===== config.mk =====
export PLATFORM = sky130hd
export DESIGN_NAME = bsl_top
export DESIGN_NICKNAME = d
export VERILOG_FILES = /design/src/design/bsl_pkg.sv /design/src/design/bsl_sync.sv /design/src/design/bsl_top.sv
export SDC_FILE = /design/constraint.sdc
export NUM_CORES = 1
export LEC_CHECK = 0
export ABC_AREA = 1
export BUFFER_PORTS_ARGS = -buffer_cell sky130_fd_sc_hd__buf_2
export CORE_AREA = 2 2 116 118
export CTS_BUF_LIST = sky130_fd_sc_hd__clkbuf_8
export CTS_CLUSTER_SIZE = 28
export DETAILED_ROUTE_END_ITERATION = 6
export DIE_AREA = 0 0 118 120
export GPL_ROUTABILITY_DRIVEN = 0
export GPL_TIMING_DRIVEN = 1
export PLACE_DENSITY = 0.51
export SYNTH_ARGS = -nofsm -noshare
export SYNTH_HDL_FRONTEND = slang
export SYNTH_SLANG_ARGS = --single-unit

===== constraint.sdc =====
create_clock -name CLK_I -period 3.6 [get_ports CLK_I]
set_input_delay 0.72 -clock CLK_I [delete_from_list [all_inputs] [get_ports CLK_I]]
set_output_delay 0.72 -clock CLK_I [all_outputs]
set_load 0.01 [all_outputs]

===== src/design/bsl_pkg.sv =====
// Package of constants for the boot strap latch
package bsl_pkg;
  // Register byte offsets
  localparam logic [7:0] OFS_STRAP = 8'h00;
  localparam logic [7:0] OFS_MUX = 8'h04;
  localparam logic [7:0] OFS_PINOUT = 8'h08;
  localparam logic [7:0] OFS_PININ = 8'h0c;
  // Field positions in the mux select register
  localparam int MUX_UDB_POS = 0;
  localparam int MUX_BA0_POS = 1;
  localparam int MUX_LOW_POS = 3;
  localparam int MUX_HIGH_POS = 4;
  localparam int MUX_GPIO_POS = 8;
  // Field positions in the strap register
  localparam int STRAP_BOOT_POS = 0;
  localparam int STRAP_CFG_POS = 4;
  localparam int STRAP_DONE_POS = 8;
  // Widths
  localparam int NPIN = 6;
  localparam int BOOT_W = 2;
  localparam int CFG_W = 4;
  // Reset values
  localparam logic [31:0] PINOUT_RST = 32'h0000_0000;
  localparam logic [5:0] GPIO_SEL_RST = 6'h00;
  // Settle time after reset release before the pins are sampled
  localparam int SETTLE_NS = 40;
  localparam int CLK_NS = 10;
  localparam logic [3:0] SETTLE_CYC = 4'((SETTLE_NS + CLK_NS - 1) / CLK_NS);
  // Sequencer states
  typedef enum logic [1:0] {
    ST_SETTLE = 2'b00,
    ST_CAPTURE = 2'b01,
    ST_RUN = 2'b10
  } bsl_state_t;
endpackage : bsl_pkg


===== src/design/bsl_sync.sv =====
// Two flip-flop synchroniser for the shared strap pins
module bsl_sync (
  input wire logic CLK_I,
  input wire logic RST_I,
  input wire logic [5:0] d_i,
  output logic [5:0] q_o
);
  logic [5:0] meta;

  // First stage feeds only the second
  always_ff @(posedge CLK_I or posedge RST_I) begin
    if (RST_I) begin
      meta <= 6'h00;
      q_o <= 6'h00;
    end else begin
      meta <= d_i;
      q_o <= meta;
    end
  end
endmodule // bsl_sync


===== src/design/bsl_top.sv =====
// Boot strap latch with pin mux and Wishbone register port
// Function
// RULE_01: Sample two boot select straps at power-on reset; drive boot method output.
// RULE_02: Sample four memory config straps at power-on reset as memory interface defaults.
// RULE_03: Top config bit becomes reset default of upper data byte mux (16/8 bit).
// RULE_04: Middle two config bits become reset default of bank address zero mux.
// RULE_05: Low config bit becomes default of both low and high address mux fields.
// RULE_06: After capture, drive six shared pins as address 13..8 or general I/O.
// RULE_07: Captured straps stay latched, unaffected by pin activity, until next power-on.
//
// Our own choices: the register addresses and the Wishbone register port.
module bsl_top (
  input wire logic CLK_I,
  input wire logic RST_I,
  input wire logic [31:0] ADR_I,
  input wire logic [31:0] DAT_I,
  output logic [31:0] DAT_O,
  input wire logic WE_I,
  input wire logic [3:0] SEL_I,
  input wire logic STB_I,
  input wire logic CYC_I,
  output logic ACK_O,
  output logic ERR_O,
  input wire logic [5:0] PIN_I,
  output logic [5:0] PIN_O,
  output logic [5:0] PIN_OE_O,
  input wire logic [5:0] MEM_ADDR_I,
  output logic [1:0] BOOT_SEL_O,
  output logic BOOT_VALID_O,
  output logic UPPER_DATA_BYTE_MUX_O,
  output logic [1:0] BANK_ADDR_ZERO_MUX_O,
  output logic LOW_ADDR_MUX_O,
  output logic HIGH_ADDR_MUX_O
);
  bsl_pkg::bsl_state_t state;
  bsl_pkg::bsl_state_t next_state;
  logic [5:0] pin_sync;
  logic [3:0] settle_cnt;
  logic done;
  logic [1:0] boot_select_strap;
  logic [3:0] memif_config_strap;
  logic upper_data_byte_mux;
  logic [1:0] bank_addr_zero_mux;
  logic low_addr_mux;
  logic high_addr_mux;
  logic [5:0] gpio_sel;
  logic [5:0] gpio_out;
  logic [5:0] gpio_oe;
  logic bus_req;
  logic [31:0] rd_data;
  logic addr_ok;

  // Byte-lane merge for a 32-bit write
  function automatic logic [31:0] merge(input logic [31:0] old, input logic [31:0] nw,
                                        input logic [3:0] sel);
    logic [31:0] r;
    r = old;
    for (int i = 0; i < 4; i++) begin
      if (sel[i]) begin
        r[i*8 +: 8] = nw[i*8 +: 8];
      end
    end
    return r;
  endfunction

  bsl_sync bsl_sync_inst (
    .CLK_I(CLK_I),
    .RST_I(RST_I),
    .d_i(PIN_I),
    .q_o(pin_sync)
  );

  // Sequencer: settle, capture once, then run
  always_comb begin
    next_state = state;
    case (state)
      bsl_pkg::ST_SETTLE: begin
        if (settle_cnt == bsl_pkg::SETTLE_CYC) begin
          next_state = bsl_pkg::ST_CAPTURE;
        end
      end
      bsl_pkg::ST_CAPTURE: next_state = bsl_pkg::ST_RUN;
      bsl_pkg::ST_RUN: next_state = bsl_pkg::ST_RUN;
      default: next_state = bsl_pkg::ST_SETTLE;
    endcase
  end

  always_ff @(posedge CLK_I or posedge RST_I) begin
    if (RST_I) begin
      state <= bsl_pkg::ST_SETTLE;
    end else begin
      state <= next_state;
    end
  end

  // Settle counter covers the synchroniser delay
  always_ff @(posedge CLK_I or posedge RST_I) begin
    if (RST_I) begin
      settle_cnt <= 4'h0;
    end else if (state == bsl_pkg::ST_SETTLE) begin
      settle_cnt <= settle_cnt + 4'h1;
    end
  end

  // Strap capture, held until the next reset
  always_ff @(posedge CLK_I or posedge RST_I) begin
    if (RST_I) begin
      boot_select_strap <= 2'h0;
      memif_config_strap <= 4'h0;
      done <= 1'b0;
    end else if (state == bsl_pkg::ST_CAPTURE) begin
      boot_select_strap <= pin_sync[5:4]; // [RULE_01] [RULE_07]
      memif_config_strap <= pin_sync[3:0]; // [RULE_02] [RULE_07]
      done <= 1'b1;
    end
  end

  // Bus handshake
  assign bus_req = CYC_I & STB_I & ~ACK_O & ~ERR_O;
  assign addr_ok = (ADR_I[7:0] == bsl_pkg::OFS_STRAP) || (ADR_I[7:0] == bsl_pkg::OFS_MUX) ||
                   (ADR_I[7:0] == bsl_pkg::OFS_PINOUT) || (ADR_I[7:0] == bsl_pkg::OFS_PININ);

  // Mux fields: strap defaults at capture (pin select keeps its reset value), software writes afterwards
  always_ff @(posedge CLK_I or posedge RST_I) begin
    if (RST_I) begin
      upper_data_byte_mux <= 1'b0;
      bank_addr_zero_mux <= 2'h0;
      low_addr_mux <= 1'b0;
      high_addr_mux <= 1'b0;
      gpio_sel <= bsl_pkg::GPIO_SEL_RST;
    end else if (state == bsl_pkg::ST_CAPTURE) begin
      upper_data_byte_mux <= pin_sync[3]; // [RULE_03]
      bank_addr_zero_mux <= pin_sync[2:1]; // [RULE_04]
      low_addr_mux <= pin_sync[0]; // [RULE_05]
      high_addr_mux <= pin_sync[0]; // [RULE_05]
    end else if (bus_req && WE_I && done && ADR_I[7:0] == bsl_pkg::OFS_MUX) begin
      if (SEL_I[0]) begin
        upper_data_byte_mux <= DAT_I[bsl_pkg::MUX_UDB_POS];
        bank_addr_zero_mux <= DAT_I[bsl_pkg::MUX_BA0_POS +: 2];
        low_addr_mux <= DAT_I[bsl_pkg::MUX_LOW_POS];
        high_addr_mux <= DAT_I[bsl_pkg::MUX_HIGH_POS];
      end
      if (SEL_I[1]) begin
        gpio_sel <= DAT_I[bsl_pkg::MUX_GPIO_POS +: 6];
      end
    end
  end

  // General I/O output data and enables
  always_ff @(posedge CLK_I or posedge RST_I) begin
    if (RST_I) begin
      gpio_out <= bsl_pkg::PINOUT_RST[5:0];
      gpio_oe <= bsl_pkg::PINOUT_RST[13:8];
    end else if (bus_req && WE_I && ADR_I[7:0] == bsl_pkg::OFS_PINOUT) begin
      if (SEL_I[0]) begin
        gpio_out <= DAT_I[5:0];
      end
      if (SEL_I[1]) begin
        gpio_oe <= DAT_I[13:8];
      end
    end
  end

  // Pins float during sampling, then take their functional role
  always_ff @(posedge CLK_I or posedge RST_I) begin
    if (RST_I) begin
      PIN_O <= 6'h00;
      PIN_OE_O <= 6'h00;
    end else if (!done) begin
      PIN_O <= 6'h00;
      PIN_OE_O <= 6'h00;
    end else begin
      for (int i = 0; i < bsl_pkg::NPIN; i++) begin
        PIN_O[i] <= gpio_sel[i] ? gpio_out[i] : MEM_ADDR_I[i]; // [RULE_06]
        PIN_OE_O[i] <= gpio_sel[i] ? gpio_oe[i] : 1'b1; // [RULE_06]
      end
    end
  end

  // Configuration outputs
  always_ff @(posedge CLK_I or posedge RST_I) begin
    if (RST_I) begin
      BOOT_SEL_O <= 2'h0;
      BOOT_VALID_O <= 1'b0;
      UPPER_DATA_BYTE_MUX_O <= 1'b0;
      BANK_ADDR_ZERO_MUX_O <= 2'h0;
      LOW_ADDR_MUX_O <= 1'b0;
      HIGH_ADDR_MUX_O <= 1'b0;
    end else begin
      BOOT_SEL_O <= boot_select_strap; // [RULE_01]
      BOOT_VALID_O <= done;
      UPPER_DATA_BYTE_MUX_O <= upper_data_byte_mux;
      BANK_ADDR_ZERO_MUX_O <= bank_addr_zero_mux;
      LOW_ADDR_MUX_O <= low_addr_mux;
      HIGH_ADDR_MUX_O <= high_addr_mux;
    end
  end

  // Read mux
  always_comb begin
    rd_data = 32'h0000_0000;
    case (ADR_I[7:0])
      bsl_pkg::OFS_STRAP: begin
        rd_data[bsl_pkg::STRAP_BOOT_POS +: 2] = boot_select_strap;
        rd_data[bsl_pkg::STRAP_CFG_POS +: 4] = memif_config_strap;
        rd_data[bsl_pkg::STRAP_DONE_POS] = done;
      end
      bsl_pkg::OFS_MUX: begin
        rd_data[bsl_pkg::MUX_UDB_POS] = upper_data_byte_mux;
        rd_data[bsl_pkg::MUX_BA0_POS +: 2] = bank_addr_zero_mux;
        rd_data[bsl_pkg::MUX_LOW_POS] = low_addr_mux;
        rd_data[bsl_pkg::MUX_HIGH_POS] = high_addr_mux;
        rd_data[bsl_pkg::MUX_GPIO_POS +: 6] = gpio_sel;
      end
      bsl_pkg::OFS_PINOUT: begin
        rd_data = merge(32'h0000_0000, {18'h00000, gpio_oe, 2'h0, gpio_out}, 4'hf);
      end
      bsl_pkg::OFS_PININ: rd_data[5:0] = pin_sync;
      default: rd_data = 32'h0000_0000;
    endcase
  end

  // Wishbone answer: one cycle after the request, error on unmapped
  always_ff @(posedge CLK_I or posedge RST_I) begin
    if (RST_I) begin
      ACK_O <= 1'b0;
      ERR_O <= 1'b0;
      DAT_O <= 32'h0000_0000;
    end else begin
      ACK_O <= bus_req & addr_ok;
      ERR_O <= bus_req & ~addr_ok;
      DAT_O <= (bus_req && !WE_I && addr_ok) ? rd_data : 32'h0000_0000;
    end
  end

  // Straps hold once captured
  strap_hold_a: assert property (@(posedge CLK_I) disable iff (RST_I) // [RULE_07]
    done && $past(done) |-> $stable(boot_select_strap) && $stable(memif_config_strap))
    else $error("strap value changed after capture");
  // Boot select taken from pins at capture
  boot_capture_a: assert property (@(posedge CLK_I) disable iff (RST_I) // [RULE_01]
    state == bsl_pkg::ST_CAPTURE |=> boot_select_strap == $past(pin_sync[5:4]) ##1
    BOOT_SEL_O == boot_select_strap)
    else $error("boot select not captured");
  // Config taken at capture
  cfg_capture_a: assert property (@(posedge CLK_I) disable iff (RST_I) // [RULE_02]
    state == bsl_pkg::ST_CAPTURE |=> memif_config_strap == $past(pin_sync[3:0]) && done)
    else $error("config not captured");
  // Upper data byte default
  udb_default_a: assert property (@(posedge CLK_I) disable iff (RST_I) // [RULE_03]
    $rose(done) |-> upper_data_byte_mux == memif_config_strap[3])
    else $error("upper byte default wrong");
  // Bank address default
  ba0_default_a: assert property (@(posedge CLK_I) disable iff (RST_I) // [RULE_04]
    $rose(done) |-> bank_addr_zero_mux == memif_config_strap[2:1])
    else $error("bank address default wrong");
  // Address width defaults
  addr_default_a: assert property (@(posedge CLK_I) disable iff (RST_I) // [RULE_05]
    $rose(done) |-> low_addr_mux == memif_config_strap[0] &&
    high_addr_mux == memif_config_strap[0])
    else $error("address width default wrong");
  // Pins undriven during sampling
  pin_float_a: assert property (@(posedge CLK_I) disable iff (RST_I) // [RULE_06]
    !done |=> PIN_OE_O == 6'h00)
    else $error("pins driven before capture");
  // Address role drives the pin
  pin_addr_a: assert property (@(posedge CLK_I) disable iff (RST_I) // [RULE_06]
    done && gpio_sel == 6'h00 |=> PIN_OE_O == 6'h3f && PIN_O == $past(MEM_ADDR_I))
    else $error("address role not driven");
  // General I/O role drives the pin from the output registers
  pin_gpio_a: assert property (@(posedge CLK_I) disable iff (RST_I) // [RULE_06]
    done && gpio_sel == 6'h3f |=> PIN_OE_O == $past(gpio_oe) && PIN_O == $past(gpio_out))
    else $error("gpio role not driven");
  // Boot select output matches the latched straps once valid
  boot_out_a: assert property (@(posedge CLK_I) disable iff (RST_I) // [RULE_01]
    BOOT_VALID_O |-> BOOT_SEL_O == boot_select_strap)
    else $error("boot select output differs from latch");
  // Upper byte and bank address outputs follow their fields
  mux_out_a: assert property (@(posedge CLK_I) disable iff (RST_I) // [RULE_03] [RULE_04]
    $past(done) |-> UPPER_DATA_BYTE_MUX_O == $past(upper_data_byte_mux) &&
    BANK_ADDR_ZERO_MUX_O == $past(bank_addr_zero_mux))
    else $error("mux output lags its field");
  // Address width outputs follow their fields
  addr_out_a: assert property (@(posedge CLK_I) disable iff (RST_I) // [RULE_05]
    $past(done) |-> LOW_ADDR_MUX_O == $past(low_addr_mux) &&
    HIGH_ADDR_MUX_O == $past(high_addr_mux))
    else $error("address width output lags its field");
  // Pin select ignores writes until the straps are in
  mux_gate_a: assert property (@(posedge CLK_I) disable iff (RST_I)
    !done |=> $stable(gpio_sel))
    else $error("pin select written before capture");
  // Mapped request answered with ack in the next cycle
  ack_next_a: assert property (@(posedge CLK_I) disable iff (RST_I)
    bus_req && addr_ok |=> ACK_O && !ERR_O)
    else $error("mapped request not acked");
  // Unmapped request answered with error and no ack
  err_next_a: assert property (@(posedge CLK_I) disable iff (RST_I)
    bus_req && !addr_ok |=> ERR_O && !ACK_O)
    else $error("unmapped request not refused");
  // Answers last a single cycle
  ack_pulse_a: assert property (@(posedge CLK_I) disable iff (RST_I)
    ACK_O || ERR_O |=> !ACK_O && !ERR_O)
    else $error("answer held too long");
  // Read data stays zero outside an ack
  dat_idle_a: assert property (@(posedge CLK_I) disable iff (RST_I)
    !ACK_O |-> DAT_O == 32'h0000_0000)
    else $error("read data outside ack");
endmodule // bsl_top

## Word-level counts from Yosys, hierarchy flattened

Index checks and enable logic that the tools add are counted.

| operators by class | value |
|---|---|
| $add $sub $neg | 1 |
| eq/ne operators | 7 |
| muxes and demuxes | 36 |
| bitwise logic cells | 9 |
| reduce and logical (&&, ||, !) cells | 19 |

Operator list:

| operator | count |
|---|---|
| $mux 1 | 21 |
| $eq 8x4->1 const B | 2 |
| $mux 14 | 1 |
| $mux 6 | 2 |
| $mux 2 | 5 |
| $pmux 5 s2 | 1 |
| $eq 8x3->1 const B | 1 |
| $logic_not 8->1 | 1 |
| $pmux 2 s4 | 1 |
| $logic_and 1x1->1 | 6 |
| $pmux 1 s3 | 2 |
| $pmux 2 s3 | 1 |
| $reduce_and 2->1 | 3 |
| $and 1x1->1 | 5 |
| $add 4x1->4 const B | 1 |
| $eq 4x3->1 const B | 1 |
| $not 1->1 | 4 |
| $pmux 1 s4 | 1 |
| $pmux 2 s2 | 1 |
| $reduce_bool 2->1 | 2 |
| $logic_or 1x1->1 | 3 |
| $reduce_and 3->1 | 1 |
| $eq 2x1->1 const B | 1 |
| $eq 2x2->1 const B | 1 |
| other kinds (4) | 4 |

| storage, ports and cells | value |
|---|---|
| register bits after elaboration | 84 |
| output and inout port bits | 54 |
| word-level logic and storage cells | 97 |

## Longest topological paths before layout

| depth | value |
|---|---|
| depth after elaboration | 8 |
| depth in mapped cells | 9 |
| mapped depth without buffers | 8 |

## Cells and area by module

From an unflattened synthesis, not the netlist that was laid out.

| second synthesis, totals | value |
|---|---|
| cell total of the unflattened synthesis | 376 |
| area total of the unflattened synthesis | 3529.6 µm² |

By module, submodules not included:

| module | times used | cells an instance | area an instance (µm²) | sequential area each (µm²) |
|---|---|---|---|---|
| bsl_top | 1 | 363 | 3225.6 | 1801.7 |
| bsl_sync | 1 | 13 | 304.0 | 300.3 |

## Worst setup path after synthesis

OpenSTA, ideal clock, no wires.

| timing path | value |
|---|---|
| path type | input to register |
| start point | input port ADR_I[7] |
| end point | register gpio_sel[0] |
| setup time | 0.117 ns |
| data arrival time | 1.572 ns |
| data required time | 3.483 ns |
| setup slack | 1.910 ns |
| stages | 7 |
| buffers on the path | 1 |
| path through | nor2_2 -> nand2_4 -> nor2_8 -> nand3b_1 -> buf_4 -> nand2_1 -> o21ai_2 |

| on the way | value |
|---|---|
| word-level cells in the longest chain between the ends | 3 |

RTL lines:

| element | RTL line | source |
|---|---|---|
| start, declared | bsl_top.sv:15 | `input wire logic [31:0] ADR_I,` |
| $eq 8x3->1 | bsl_top.sv:136 | `end else if (bus_req && WE_I && done && ADR_I[7:0] == bsl_pkg::OFS_MUX) begin` |
| $logic_and 1x1->1 | bsl_top.sv:136 |  |
| $reduce_and 3->1 (no line) | -- |  |
| end signal, assigned | bsl_top.sv:130 | `gpio_sel <= bsl_pkg::GPIO_SEL_RST;` |
| end signal, assigned | bsl_top.sv:144 | `gpio_sel <= DAT_I[bsl_pkg::MUX_GPIO_POS +: 6];` |
| end, declared | bsl_top.sv:46 | `logic [5:0] gpio_sel;` |

No other way between the ends.
A chain may end at the register's enable or synchronous reset.

## Worst setup path in the final report

| timing path | value |
|---|---|
| start point | register state[1] |
| end point | register gpio_sel[5] |

| on the way | value |
|---|---|
| word-level cells in the longest chain between the ends | 3 |

RTL lines:

| element | RTL line | source |
|---|---|---|
| start, declared | bsl_top.sv:35 | `bsl_pkg::bsl_state_t state;` |
| start signal, assigned | bsl_top.sv:90 | `state <= bsl_pkg::ST_SETTLE;` |
| start signal, assigned | bsl_top.sv:92 | `state <= next_state;` |
| $eq 2x1->1 | bsl_top.sv:131 | `end else if (state == bsl_pkg::ST_CAPTURE) begin` |
| $not 1->1 (no line) | -- |  |
| $reduce_and 3->1 (no line) | -- |  |

No other way between the ends.

==> out/results.tsv <==
metric	value	unit
largest cells by area after synthesis	dfrtp_1 59%, nand2_1 8.4%, inv_1 5.1%, buf_4 4.0%, o21ai_0 3.5%	
synth unique cells	26	
Max Root-Sink Buffers	2	
met1 usage	15.0	%
CTS root buf	clkbuf_8	
clock power share	36.2	%
Worst Reg-to-Reg Cells	7	
first-pass GRT wire length	13.1	mm
total wire length	8.14	mm
Crit Path Class	reg -> reg	
Worst slew margin	56.4	%
Hold Path Class	in -> async	
die height	120	µm
Final Setup Violations	0	
VDD IR max	0.000164	V
max incr delay on CP	540	ps
# Max-Cap Violations	0	
number of port buffers	74	
CP arrival	2460	ps
Top delay family on crit path	simple AND/OR/NAND/NOR gates	
final worst slack	1360	ps
Layout area overhead	19.0	%
Setup Skew	11.2	ps
Switching Fraction	25.7	%
Cell Chain, Critical Path	inv_1 > ha_1 > inv_1 > nand2_1 > nand3b_1 > nand2_1 > o21ai_2	
Worst Tran Pin Value	651	ps
Critical path buffers and inverters	2	
DRC viols	0	
Total GRT Usage	12.1	%
Pint	1250	µW
PD cells	400	nW/µm²
critical path depth	7	
Fill cells	1370	
HPWL Detailed	5.96	mm
die footprint	14200	µm²
worst slack at placement	1310	ps
Period minus WS final	2240	ps
initial antenna violation count	0	
clk sink count	84	
Final Hold Viols	0	
RSZ-0062 raised after global routing	false	
std cell rows	42	
Layout Nets	541	
die width	118	µm
cts-stage hold buffer count	0	
Psw	434	µW
status	completed	
antenna viol nets, final	0	
yosys warns	0	
CP Max Fanout	14	
routed vias/inst	4.04	
Synth Register Bits	84	
final non-filler cell area	4220	µm²
H-tree levels	3	
Synth area leader	dfrtp_1	
# Post-CTS Setup Buffers	0	
Max Freq	447	MHz
CTS clock-pin slew for the worst setup and hold paths	90	ps
Crit. End Element	register	
critical path's slowest cell	nand3b_1	
CTS buffer count	9	
GRT Max-Usage Layer	met2	
share of cells above drive strength 1	27.9	%
met3 track demand over resource	3.37	%
Min Hold Slack	308	ps
number of global-route vias before repair	2619	
remaining global-route overflow	0	
register share of total power	58.0	%
placed cell areas	4040	µm²
Lkg Pwr	0.00211	µW
Starting DRT DRC Count	143	
cell count after synthesis	371	
M2 GR Usage	20.3	%
Gate power share	5.9	%
largest net degree at the start of global routing	35	
Via Count	2556	
core area	13000	µm²
post-CTS sizing	0	
TritonCTS clock tree	built	
IO Pins	139	
post-synth top area share	59.3	%
Final period util	62.2	%
sequential cell area fraction in the yosys report	59.3	%
CP Launch Type	register	
diode count	0	
DR pass1 iterations	4	
TNS Setup	0	ps
synthesized area per cell	9.55	µm²
Initial Util	27.3	%
WL/cell	12.9	µm
Post-Syn Area	3540	µm²
post-layout util	32.5	%
Worst EP required	3820	ps
Slew Viols, Final	0	
clk_lat worst skew	350	ps
[placed cells by master (no fill, tap or decap), types with 3 or more instances in the layout]
cell type,n
a21oi_1,10
buf_2,74
clkbuf_8,9
clkinv_2,3
conb_1,18
dfrtp_1,84
ha_1,5
inv_1,47
inv_2,3
nand2_1,79
nand3_1,11
nand3_2,4
nand4_1,3
nor2_1,31
nor2_2,15
nor2_4,3
o21ai_0,25
o21ai_1,10
o21ai_2,6
xor2_1,3
[power by group through the flow]
stage | combinational, µW | clock [µW] | sequential, µW
after detailed placement | 102 | 0 | 997
after CTS | 102 | 631 | 978
after global routing | 115 | 677 | 981
final | 99.2 | 610 | 978
after floorplan | 65.4 | 0 | 997
after global placement | 100 | 0 | 997
[layer usage]
| metal | wire length, µm | share of wire (%) | up-vias |
|---|---|---|---|
| li1 | - | - | 1269 |
| met1 | 3680 | 45 | 1200 |
| met2 | 3950 | 49 | 78 |
| met3 | 411 | 5.0 | 9 |
| met4 | 101 | 1.2 | 0 |
| met5 | 0 | 0 | - |
[per-stage QoR]
stage          instances  power [µW]
6_report             632        1690
5_1_grt              632        1770
4_1_cts              632        1710
3_5_place_dp         616        1100
3_3_place_gp         616        1100
2_1_floorplan        388        1060
[flip-flops by register name (all words and copies together) (netlist names), 4 cells and up]
name / flops
bsl_sync_inst.meta: 6
memif_config_strap: 4
gpio_out: 6
gpio_sel: 6
settle_cnt: 4
bsl_sync_inst.q_o: 6
gpio_oe: 6
PIN_O: 6
DAT_O: 14
PIN_OE_O: 6
[worst register-to-register path, delay by kind of cell (launching register included)]
kind                       cells  cell delay (ps)
buffers and inverters          2              500
AOI/OAI and AO/OA              1               70
DFF                            1              330
adders and majority gates      1              350
and+or+nand+nor                3              860
[kinds of logic (layout without fill, tap and decap cells)]
family	Yosys count	in the layout	share of synthesized area, %
AOI/OAI and AO/OA	51	51	7.84
DFF	84	84	59.3
adders and majority gates	5	5	1.76
buffers and inverters	75	143	10.2
xor gates and xnor gates	3	3	0.741
other	1	18	0.106
and+or+nand+nor	152	152	20.0
[cells in the mapped netlist]
cell / number
nand2_2: 1
clkbuf_1: 2
buf_2: 2
nand2_1: 79
dfrtp_1: 84
nor2_8: 1
nand3_2: 4
nand2_4: 1
nor2_2: 15
inv_1: 48
nor2_1: 31
nand3b_1: 1
conb_1: 1
o21ai_0: 25
a21oi_1: 10
buf_6: 1
xor2_1: 3
nand4_1: 3
buf_4: 19
nor3_1: 2
nand3_1: 11
ha_1: 5
o21ai_2: 6
nor2_4: 3
o21ai_1: 10
inv_2: 3
[final timing paths]
kind | from | slack [ps] | end
worst min-delay path | RST_I | 310 | gpio_oe[2]$_DFFE_PP0P_
worst max-delay path | state[1]$_DFFE_PP0P_ | 1360 | gpio_sel[5]$_DFFE_PP0P_
worst min register to register | bsl_sync_inst.meta[4]$_DFF_PP0_ | 350 | bsl_sync_inst.q_o[4]$_DFF_PP0_
max in group asynchronous | RST_I | 2510 | DAT_O[0]$_DFF_PP0_
worst max register to register | state[1]$_DFFE_PP0P_ | 1360 | gpio_sel[5]$_DFFE_PP0P_
min in group CLK_I | bsl_sync_inst.meta[4]$_DFF_PP0_ | 350 | bsl_sync_inst.q_o[4]$_DFF_PP0_
[layout make-up]
class | count | area [µm²] | area share (%)
sequential | 84 | 2100 | 49.8
inverter | 51 | 193 | 4.57
multi-input combinational | 229 | 1140 | 27.1
clock buffer | 9 | 124 | 2.94
timing repair buffer | 76 | 385 | 9.13
tap | 176 | 220 | 5.22
clock inverter | 7 | 51.3 | 1.22
Power figures use the tool's default switching activity.
